[config.mk]
export PLATFORM = sky130hd
export DESIGN_NAME = hub_port_disable_power_cfg
export DESIGN_NICKNAME = d
export VERILOG_FILES = /design/src/include/hub_cfg_pkg.sv /design/src/verilog/hub_port_disable_power_cfg.sv
export SDC_FILE = /design/constraint.sdc
export NUM_CORES = 1
export LEC_CHECK = 0
export BUFFER_PORTS_ARGS = -buffer_cell sky130_fd_sc_hd__buf_2
export CORE_UTILIZATION = 53
export DETAILED_ROUTE_END_ITERATION = 10
export PLACE_DENSITY_LB_ADDON = 0.2
export SYNTH_ARGS = -nofsm -noshare
export SYNTH_HDL_FRONTEND = slang
export SYNTH_SLANG_ARGS = --single-unit
[constraint.sdc]
create_clock -name sys_clk_i -period 3.5 [get_ports sys_clk_i]
set_input_delay 0.35 -clock sys_clk_i [delete_from_list [all_inputs] [get_ports sys_clk_i]]
set_output_delay 0.35 -clock sys_clk_i [all_outputs]
set_load 0.01 [all_outputs]
[src/include/hub_cfg_pkg.sv]
package hub_cfg_pkg;
	// register offsets (byte addresses on the plain port)
	localparam logic [7:0] OFS_PORT_DISABLE_BP = 8'h0B;
	localparam logic [7:0] OFS_MAX_POWER_SP = 8'h0C;
	localparam logic [7:0] OFS_MAX_POWER_BP = 8'h0D;
	// control register holding the operating-mode bits
	localparam logic [7:0] OFS_HUB_MODE = 8'h08;
	// read-only status of the resulting port layout
	localparam logic [7:0] OFS_PORT_STATUS = 8'h40;
	// reset values
	localparam logic [7:0] RST_PORT_DISABLE_BP = 8'h00;
	localparam logic [7:0] RST_MAX_POWER_SP = 8'h00;
	localparam logic [7:0] RST_MAX_POWER_BP = 8'h00;
	localparam logic [7:0] RST_HUB_MODE = 8'h00;
	// implemented bits of the port-disable field
	localparam logic [7:0] PORT_DIS_IMPL_MASK = 8'h06;
	localparam int PORT1_BIT = 1;
	localparam int PORT2_BIT = 2;
	// mode register fields
	localparam int MODE_RENUMBER_BIT = 3;
	localparam int MODE_BUS_POWERED_BIT = 1;
	localparam int MODE_DEFAULT_CFG_BIT = 0;
	localparam logic [7:0] HUB_MODE_IMPL_MASK = 8'h0B;
	localparam int NUM_PORTS = 2;
	localparam logic [7:0] UNMAPPED_READ = 8'h00;

	// register port request carrier
	typedef struct packed {
		logic [7:0] addr;
		logic [7:0] wdata;
		logic wr;
		logic rd;
	} reg_req_s;
endpackage : hub_cfg_pkg

[src/verilog/hub_port_disable_power_cfg.sv]
// Overview of operation
// - set bit disables port, clear keeps it
// - applies only bus-powered with renumbering off
// - report enabled count, keep ports contiguous
// - default configuration uses strap pins instead
// - bit2 port2, bit1 port1, rest reserved
// - port-disable register RW, resets to zero
// - self-powered budget 8-bit RW, 2mA units
// - bus-powered budget 8-bit RW, 2mA units
// - renumber bit selects standard or remap mode
`timescale 1ns/1ps
module hub_port_disable_power_cfg (
	input wire logic sys_clk_i,
	input wire logic rst_n_i,
	input wire hub_cfg_pkg::reg_req_s req_i,
	output logic [7:0] rdata_o,
	input wire logic [1:0] port_off_strap_pins_i,
	output logic [1:0] port_enabled_o,
	output logic [1:0] enabled_port_count_o,
	output logic [1:0] logical_port1_phys_o,
	output logic [1:0] logical_port2_phys_o,
	output logic remap_active_o,
	output logic [7:0] self_power_current_budget_o,
	output logic [7:0] bus_power_current_budget_o
);
	import hub_cfg_pkg::*;

	// software registers
	logic [7:0] bus_power_port_off_mask; // disable mask, reserved kept zero
	logic [7:0] self_power_current_budget; // 2 mA units
	logic [7:0] bus_power_current_budget; // 2 mA units
	logic [7:0] hub_mode; // renumber, bus-powered, default-config bits
	logic [7:0] rdata;
	logic [7:0] next_mask;
	logic [7:0] next_sp;
	logic [7:0] next_bp;
	logic [7:0] next_mode;
	logic [7:0] next_rdata;
	// strap synchroniser, first stage read only by second
	logic [1:0] strap_meta;
	logic [1:0] strap_sync;
	// derived port layout, registered
	logic [1:0] port_en;
	logic [1:0] port_cnt;
	logic [1:0] lp1;
	logic [1:0] lp2;
	logic next_remap;
	logic remap_q;
	logic [1:0] disable_sel;
	logic [1:0] next_en;
	logic [1:0] next_cnt;
	logic [1:0] next_lp1;
	logic [1:0] next_lp2;

	// register next values; writes mask reserved bits off
	always_comb begin
		next_mask = bus_power_port_off_mask;
		next_sp = self_power_current_budget;
		next_bp = bus_power_current_budget;
		next_mode = hub_mode;
		next_rdata = UNMAPPED_READ;
		if (req_i.wr) begin
			unique case (req_i.addr)
				OFS_PORT_DISABLE_BP: begin
					next_mask = req_i.wdata & PORT_DIS_IMPL_MASK;
				end
				OFS_MAX_POWER_SP: begin
					next_sp = req_i.wdata;
				end
				OFS_MAX_POWER_BP: begin
					next_bp = req_i.wdata;
				end
				OFS_HUB_MODE: begin
					// unused mode bits are dropped so they read zero
					next_mode = req_i.wdata & HUB_MODE_IMPL_MASK;
				end
				default: begin
					// unmapped writes are dropped
				end
			endcase
		end
		if (req_i.rd) begin
			unique case (req_i.addr)
				OFS_PORT_DISABLE_BP: begin
					next_rdata = bus_power_port_off_mask;
				end
				OFS_MAX_POWER_SP: begin
					next_rdata = self_power_current_budget;
				end
				OFS_MAX_POWER_BP: begin
					next_rdata = bus_power_current_budget;
				end
				OFS_HUB_MODE: begin
					next_rdata = hub_mode;
				end
				OFS_PORT_STATUS: begin
					// state readback: count in [5:4], enables in [2:1]
					next_rdata = {2'h0, port_cnt, 1'h0, port_en, 1'h0};
				end
				default: begin
					next_rdata = UNMAPPED_READ;
				end
			endcase
		end
	end

	// register stage; read data stands for one cycle only
	always_ff @(posedge sys_clk_i) begin
		if (!rst_n_i) begin
			bus_power_port_off_mask <= RST_PORT_DISABLE_BP;
			self_power_current_budget <= RST_MAX_POWER_SP;
			bus_power_current_budget <= RST_MAX_POWER_BP;
			hub_mode <= RST_HUB_MODE;
			rdata <= 8'h00;
		end else begin
			bus_power_port_off_mask <= next_mask;
			self_power_current_budget <= next_sp;
			bus_power_current_budget <= next_bp;
			hub_mode <= next_mode;
			rdata <= next_rdata;
		end
	end

	// two flops on the strap pins, which come from outside
	// limitation: straps are followed all the time, not latched at reset
	always_ff @(posedge sys_clk_i) begin
		if (!rst_n_i) begin
			strap_meta <= 2'h0;
			strap_sync <= 2'h0;
		end else begin
			strap_meta <= port_off_strap_pins_i;
			strap_sync <= strap_meta;
		end
	end

	// port layout: which source disables ports, then renumbering
	always_comb begin
		next_remap = hub_mode[MODE_RENUMBER_BIT];
		disable_sel = 2'h0;
		// default configuration outranks the mode and mask bits
		if (hub_mode[MODE_DEFAULT_CFG_BIT]) begin
			disable_sel = strap_sync;
		end else if (!next_remap && hub_mode[MODE_BUS_POWERED_BIT]) begin
			disable_sel = {bus_power_port_off_mask[PORT2_BIT],
				bus_power_port_off_mask[PORT1_BIT]};
		end
		// remap mode uses its own table, not modelled: all ports stay up unless default configuration applies the straps
		next_en = ~disable_sel;
		next_cnt = 2'(next_en[0]) + 2'(next_en[1]);
		// logical port n maps to the n-th enabled physical port; 0 = none
		next_lp1 = 2'h0;
		next_lp2 = 2'h0;
		if (next_en[0]) begin
			next_lp1 = 2'h1;
			if (next_en[1]) begin
				next_lp2 = 2'h2;
			end
		end else if (next_en[1]) begin
			next_lp1 = 2'h2;
		end
	end

	// layout registered so outputs come from flops
	always_ff @(posedge sys_clk_i) begin
		if (!rst_n_i) begin
			port_en <= 2'h3;
			port_cnt <= 2'h2;
			lp1 <= 2'h1;
			lp2 <= 2'h2;
			remap_q <= 1'b0;
		end else begin
			port_en <= next_en;
			port_cnt <= next_cnt;
			lp1 <= next_lp1;
			lp2 <= next_lp2;
			remap_q <= next_remap;
		end
	end

	assign rdata_o = rdata;
	assign port_enabled_o = port_en;
	assign enabled_port_count_o = port_cnt;
	assign logical_port1_phys_o = lp1;
	assign logical_port2_phys_o = lp2;
	assign remap_active_o = remap_q;
	// budgets exported as stored; limits are software's job
	assign self_power_current_budget_o = self_power_current_budget;
	assign bus_power_current_budget_o = bus_power_current_budget;

	// checks
	AST_RESERVED_ZERO: assert property (@(posedge sys_clk_i)
		disable iff (!rst_n_i)
		(bus_power_port_off_mask & ~PORT_DIS_IMPL_MASK) == 8'h00)
		else $error("reserved disable bits set");
	AST_MASK_WRITE: assert property (@(posedge sys_clk_i)
		disable iff (!rst_n_i)
		req_i.wr && req_i.addr == OFS_PORT_DISABLE_BP |=>
		bus_power_port_off_mask == ($past(req_i.wdata) & PORT_DIS_IMPL_MASK))
		else $error("disable register write lost");
	AST_SP_READ: assert property (@(posedge sys_clk_i)
		disable iff (!rst_n_i)
		req_i.rd && req_i.addr == OFS_MAX_POWER_SP && !req_i.wr |=>
		rdata_o == $past(self_power_current_budget))
		else $error("self budget readback wrong");
	AST_BP_WRITE: assert property (@(posedge sys_clk_i)
		disable iff (!rst_n_i)
		req_i.wr && req_i.addr == OFS_MAX_POWER_BP |=>
		bus_power_current_budget_o == $past(req_i.wdata))
		else $error("bus budget write lost");
	AST_BP_DISABLE: assert property (@(posedge sys_clk_i)
		disable iff (!rst_n_i)
		!hub_mode[MODE_DEFAULT_CFG_BIT] && hub_mode[MODE_BUS_POWERED_BIT]
		&& !hub_mode[MODE_RENUMBER_BIT] && bus_power_port_off_mask[PORT2_BIT]
		|=> !port_enabled_o[1])
		else $error("port 2 not disabled");
	AST_NO_EFFECT: assert property (@(posedge sys_clk_i)
		disable iff (!rst_n_i)
		!hub_mode[MODE_DEFAULT_CFG_BIT] && (hub_mode[MODE_RENUMBER_BIT]
		|| !hub_mode[MODE_BUS_POWERED_BIT]) |=> port_enabled_o == 2'h3)
		else $error("mask applied outside bus-powered mode");
	AST_STRAP: assert property (@(posedge sys_clk_i)
		disable iff (!rst_n_i)
		hub_mode[MODE_DEFAULT_CFG_BIT] |=> port_enabled_o == ~$past(strap_sync))
		else $error("straps not followed");
	AST_COUNT: assert property (@(posedge sys_clk_i)
		disable iff (!rst_n_i)
		enabled_port_count_o == 2'(port_enabled_o[0]) + 2'(port_enabled_o[1]))
		else $error("enabled count mismatch");
	AST_CONTIG: assert property (@(posedge sys_clk_i)
		disable iff (!rst_n_i)
		port_enabled_o == 2'h2 |-> logical_port1_phys_o == 2'h2
		&& logical_port2_phys_o == 2'h0)
		else $error("ports not renumbered");
	AST_ENABLE_BIT: assert property (@(posedge sys_clk_i)
		disable iff (!rst_n_i)
		!hub_mode[MODE_DEFAULT_CFG_BIT] && hub_mode[MODE_BUS_POWERED_BIT]
		&& !hub_mode[MODE_RENUMBER_BIT] && !bus_power_port_off_mask[PORT1_BIT]
		|=> port_enabled_o[0])
		else $error("port 1 wrongly disabled");

	// further checks on the registers and the port layout
	// reset puts the disable mask, both budgets and the read data back to their defaults
	AST_RESET_VALUES: assert property (@(posedge sys_clk_i)
		!rst_n_i |=> bus_power_port_off_mask == RST_PORT_DISABLE_BP
		&& self_power_current_budget == RST_MAX_POWER_SP
		&& bus_power_current_budget == RST_MAX_POWER_BP
		&& rdata_o == 8'h00)
		else $error("register not back at reset value");
	// budget writes land in the cycle after the strobe
	AST_SP_WRITE: assert property (@(posedge sys_clk_i)
		disable iff (!rst_n_i)
		req_i.wr && req_i.addr == OFS_MAX_POWER_SP |=>
		self_power_current_budget_o == $past(req_i.wdata))
		else $error("self budget write lost");
	// read answers carry the value that stood when the strobe came
	AST_BP_READ: assert property (@(posedge sys_clk_i)
		disable iff (!rst_n_i)
		req_i.rd && req_i.addr == OFS_MAX_POWER_BP && !req_i.wr |=>
		rdata_o == $past(bus_power_current_budget))
		else $error("bus budget readback wrong");
	// reserved disable bits never come back set on a read
	AST_MASK_READ: assert property (@(posedge sys_clk_i)
		disable iff (!rst_n_i)
		req_i.rd && req_i.addr == OFS_PORT_DISABLE_BP && !req_i.wr |=>
		rdata_o == $past(bus_power_port_off_mask)
		&& (rdata_o & ~PORT_DIS_IMPL_MASK) == 8'h00)
		else $error("disable register readback wrong");
	// bit 1 of the mask takes physical port 1 away
	AST_PORT1_OFF: assert property (@(posedge sys_clk_i)
		disable iff (!rst_n_i)
		!hub_mode[MODE_DEFAULT_CFG_BIT] && hub_mode[MODE_BUS_POWERED_BIT]
		&& !hub_mode[MODE_RENUMBER_BIT] && bus_power_port_off_mask[PORT1_BIT]
		|=> !port_enabled_o[0])
		else $error("port 1 not disabled");
	// a clear bit 2 leaves physical port 2 available
	AST_PORT2_ON: assert property (@(posedge sys_clk_i)
		disable iff (!rst_n_i)
		!hub_mode[MODE_DEFAULT_CFG_BIT] && hub_mode[MODE_BUS_POWERED_BIT]
		&& !hub_mode[MODE_RENUMBER_BIT] && !bus_power_port_off_mask[PORT2_BIT]
		|=> port_enabled_o[1])
		else $error("port 2 wrongly disabled");
	// with both ports up the host sees them in physical order
	AST_LAYOUT_FULL: assert property (@(posedge sys_clk_i)
		disable iff (!rst_n_i)
		port_enabled_o == 2'h3 |-> logical_port1_phys_o == 2'h1
		&& logical_port2_phys_o == 2'h2)
		else $error("full layout misnumbered");
	// a second logical port exists only when both are up
	AST_LAYOUT_SHORT: assert property (@(posedge sys_clk_i)
		disable iff (!rst_n_i)
		port_enabled_o != 2'h3 |-> logical_port2_phys_o == 2'h0
		&& logical_port1_phys_o == (port_enabled_o[0] ? 2'h1 :
		{port_enabled_o[1], 1'b0}))
		else $error("missing port still reported");
	// the renumber flag follows the mode bit one cycle later
	AST_REMAP_FLAG: assert property (@(posedge sys_clk_i)
		disable iff (!rst_n_i)
		1'b1 |=> remap_active_o == $past(hub_mode[MODE_RENUMBER_BIT]))
		else $error("renumber flag out of step");
	// straps reach the layout logic two cycles after the pins
	AST_STRAP_SYNC: assert property (@(posedge sys_clk_i)
		disable iff (!rst_n_i)
		$past(rst_n_i) |=> strap_sync == $past(port_off_strap_pins_i, 2))
		else $error("strap synchroniser out of step");
endmodule : hub_port_disable_power_cfg

# --- Word-level counts from Yosys, hierarchy flattened ---
# Cells that the tools add are included.
op_classes:
  n_bitwise: 2
  n_reduce_logical: 9
  n_addsub: 1
  mux: 5
  eq_ne: 5
op_table:
  columns: ["cell", "count"]
  rows:
  - ["8-bit one-hot mux with 5 select lines", 1]
  - ["8-bit by 4-bit equality test with 1-bit output (second input constant)", 4]
  - ["2-bit AND reduction", 6]
  - ["8-bit by 7-bit equality test with 1-bit output (second input constant)", 1]
  - ["2-bit two-way mux", 4]
  - ["1-bit by 1-bit adder with 2-bit output", 1]
  - ["2-bit inverter", 1]
  - ["2-bit OR reduction", 1]
  - ["1-bit logical AND", 1]
  - ["1-bit logical NOT", 1]
  - ["1-bit inverter", 1]
totals:
  inputBits: 22
  elab_cells: 35
  out_inout_bits: 33
  regBits: 42

# --- Longest topological paths before layout ---
depth:
  ltp_word: 7
  mapped_depth: 7
  depth_no_buf: 5

# --- Worst setup path before layout ---
# No wires, ideal clock.
synth_path:
  path_type: "input-to-reg"
  start: "input port req_i[15] (netlist name)"
  end: "register rdata[1], in the netlist rdata_o[1]"
  setup_ns: 0.074
  slack_ns: 1.933
  required_ns: 3.426
  stages: 3
  arrival_ns: 1.492
  path_cell_list: "or4_4 -> or4_1 -> a31oi_1"
synth_via:
  elab_chain_cells: 2
  elab_cells_between_ends: 6
  classes_between: "eq/ne (5); mux (1)"
synth_lines:
  columns: ["item", "line", "source"]
  rows:
  - ["start, declared", "hub_port_disable_power_cfg.sv:15", "input wire hub_cfg_pkg::reg_req_s req_i,"]
  - ["8-bit by 7-bit equality test with 1-bit output or 8-bit by 4-bit equality test with 1-bit output (tied branches)", "hub_port_disable_power_cfg.sv:83", "unique case (req_i.addr)"]
  - ["8-bit one-hot mux with 5 select lines (*)", "hub_port_disable_power_cfg.sv:83", null]
  - ["end signal, assigned", "hub_port_disable_power_cfg.sv:120", "rdata <= next_rdata;"]
  - ["end, declared", "hub_port_disable_power_cfg.sv:33", "logic [7:0] rdata;"]
# Mark *: on every way between the ends. The rest lies on a longest branch, timed or not.
# A chain may end at the register's enable or synchronous reset.

# --- Worst setup path after layout ---
layout_path:
  start: "input port req_i[16] (netlist name)"
  end: "register rdata[1], in the netlist rdata_o[1]"
# The elaborated chain is that of the path after synthesis.

==> results.sh <==
export IMPL_cts_tree="built"
export IMPL_cp_data_arrival_time_ns=1.90
export IMPL_critPathKind="primary input to flop"
export IMPL_postRouteWirelength_um=3750
export IMPL_slew_viol_final=0
export IMPL_mostFrequentLayoutCells="sky130_fd_sc_hd__buf_2 (53), sky130_fd_sc_hd__dfxtp_1 (40), sky130_fd_sc_hd__nand2_1 (15)"
export IMPL_final_hold_violation_count=0
export IMPL_postSynthAreaPerCell_um2=9.90
export IMPL_die_w_um=58.0
export IMPL_drc=6
export IMPL_cts_reportedPaths_clkPinSlew_ns=0.11
export IMPL_final_net_count=242
export IMPL_netlist_area_before_placement_um2=1660
export IMPL_gp_congestion=0.796
export IMPL_n_antenna_cell=0
export IMPL_via_count_of_the_routed_design=1424
export IMPL_final_common_cell="sky130_fd_sc_hd__buf_2"
export IMPL_tritoncts_buffer_count=5
export IMPL_max_freq_ghz=0.616
export IMPL_chipHeight_um=58.0
export IMPL_final_period_utilization=0.464
export IMPL_drt_initial_drc_count=64
export IMPL_cts_setup_buffers=0
export IMPL_initial_utilization=0.583
export IMPL_drive_gt1_frac=0.291
export IMPL_setup_tns_ns=0
export IMPL_vias_in_the_first_global_route=1305
export IMPL_peak_ir_drop_on_the_vdd_network_uv=244
export IMPL_power_density_nw_per_um2=376
export IMPL_synthDominantCellAreaShare=0.482
export IMPL_postSynthRegisterBits=40
export IMPL_coreArea_um2=2850
export IMPL_leakage_uw=0.000876
export IMPL_finalSetupViolCount=0
export IMPL_synth_largest_area_cell="sky130_fd_sc_hd__dfxtp_1"
export IMPL_max_cap_violations=0
export IMPL_drt_pre_antenna_iters=7
export IMPL_grt_max_degree=33
export IMPL_syn_warnings=0
export IMPL_hold_path_class="primary input to flop"
export IMPL_grt_total_usage=0.247
export IMPL_dpl_hpwl_um=2740
export IMPL_synth_edff_count=0
export IMPL_tightestPinTransition_ns=0.582
export IMPL_cts_resized_gates=0
export IMPL_syn_to_final_growth_pct=19.0
export IMPL_worstSetupStartpointType="primary input"
export IMPL_num_rows=19
export IMPL_port_buffers=53
export IMPL_syn_inst=168
export IMPL_path_max_fanout=8
export IMPL_die_ar_um2=3370
export IMPL_sequential_cell_area_fraction_in_the_yosys_report=0.482
export IMPL_post_cts_hold_buffer_count=0
export IMPL_final_period_minus_worst_setup_slack_ns=1.62
export IMPL_unrepaired_setup_endpoints_after_global_routing="false"
export IMPL_clk_root_buffer_cell="sky130_fd_sc_hd__clkbuf_4"
export IMPL_grt_remaining_overflow=0
export IMPL_num_io_pins=55
export IMPL_grt_first_pass_wirelength_um=6090
export IMPL_wire_per_inst_um=14.9
export IMPL_violations="DRC"
export IMPL_finalPower_uw=743
export IMPL_number_of_unique_standard_cell_types_used_by_synthesis=39
export IMPL_cts_sinks=40
export IMPL_clock_tree_buffer_depth=2
export IMPL_worst_skew_pair_late_latency_ns=0.34
export IMPL_syn_num_nets=191
export IMPL_layoutNonFillerInstCount=251
export IMPL_crit_required_ns=3.78
export IMPL_setup_clock_skew_after_layout_ns=0.00671
export IMPL_cts_htree_levels=2
export IMPL_ys_async_sr_fraction=0
export IMPL_critical_path_endpoint_type="flop"
export IMPL_drtAntennaViolNets=0
export IMPL_synth_area_top_cells="sky130_fd_sc_hd__dfxtp_1 (48%), sky130_fd_sc_hd__mux2i_1 (7.8%), sky130_fd_sc_hd__nor2b_1 (5.3%)"
export IMPL_post_drt_via_cell_ratio=5.67
export IMPL_post_place_cells=243
export IMPL_ys_dominant_reg_cell="sky130_fd_sc_hd__dfxtp_1"
export IMPL_max_slew_margin=0.611
export IMPL_number_of_antenna_violations_at_the_first_check_in_global_routing=0
export IMPL_utilization=0.693
export IMPL_run_status="finished, violations left"
## where the power goes
part           leakage (µW)  switching, µW  internal, µW
logic              0.000521           26.3          18.9
clock network     0.0000326            141          99.2
registers          0.000323          0.773           457
## stage by stage
step                hold slack [ns]  cell area [µm²]  setup slack [ns]
floorplan                     0.412             1660              1.93
global placement              0.415             1920              1.64
detailed placement            0.430             1920              1.54
CTS                           0.199             1980              1.91
global route                  0.185             1980              1.76
finish                        0.210             1980              1.88
## synthesized netlist by cell type (3+ instances only)
master,count
sky130_fd_sc_hd__nand2b_1,4
sky130_fd_sc_hd__mux2i_1,13
sky130_fd_sc_hd__nor2b_1,14
sky130_fd_sc_hd__or3_1,3
sky130_fd_sc_hd__a21boi_0,6
sky130_fd_sc_hd__dfxtp_1,40
sky130_fd_sc_hd__a21oi_1,4
sky130_fd_sc_hd__and2_1,7
sky130_fd_sc_hd__nand3_1,10
sky130_fd_sc_hd__a32oi_1,3
sky130_fd_sc_hd__buf_4,3
sky130_fd_sc_hd__a22oi_1,6
sky130_fd_sc_hd__nand2_1,15
sky130_fd_sc_hd__nand4_1,3
sky130_fd_sc_hd__nor2_1,5
sky130_fd_sc_hd__clkbuf_1,3
## worst paths after layout
kind | slack [ns] | cells after the start | endpoint | startpoint
setup / recovery | 1.88 | 5 | rdata_o[1] | req_i[16]
hold / removal | 0.21 | 2 | strap_meta[0] | port_off_strap_pins_i[0]
setup reg to reg | 2.10 | 5 | enabled_port_count_o[0] | hub_mode[3]
hold reg to reg | 0.45 | 1 | strap_sync[1] | strap_meta[1]
## sequential cells by signal, summed over array words and instances (netlist names)
register,flops
enabled_port_count_o,2
remap_active_o,1
bus_power_port_off_mask,2
strap_sync,2
strap_meta,2
self_power_current_budget_o,8
port_enabled_o,2
logical_port1_phys_o,2
bus_power_current_budget_o,8
hub_mode,3
rdata_o,8
## metal layers
metal	wire length, µm	GRT usage	vias to the layer above
met3	265	0.0513	10
met2	1740	0.366	72
met1	1650	0.333	644
met5	0	0	-
li1	-	-	698
met4	101	0.146	0
## kinds of logic after synthesis
logic type	Yosys count	synth area share
compound gates	28	0.122
fa+ha+maj	1	0.00752
buf+inv	11	0.0331
flops	40	0.482
mux	13	0.0783
other cells	1	0.00226
simple gates	74	0.275
## critical path: stages
cell                       delay, ns
sky130_fd_sc_hd__buf_2          0.13
sky130_fd_sc_hd__nor3b_1        0.51
sky130_fd_sc_hd__a22oi_1        0.15
sky130_fd_sc_hd__a2111o_1       0.57
sky130_fd_sc_hd__a31oi_1        0.19
## area by class of cell
class	count	area, µm²
fill	238	875
clock buffer	8	58.8
tap	31	38.8
sequential	40	801
inverter	2	7.51
multi-input combinational	117	807
timing repair buffer	53	265
Power figures use the tool's default switching activity.
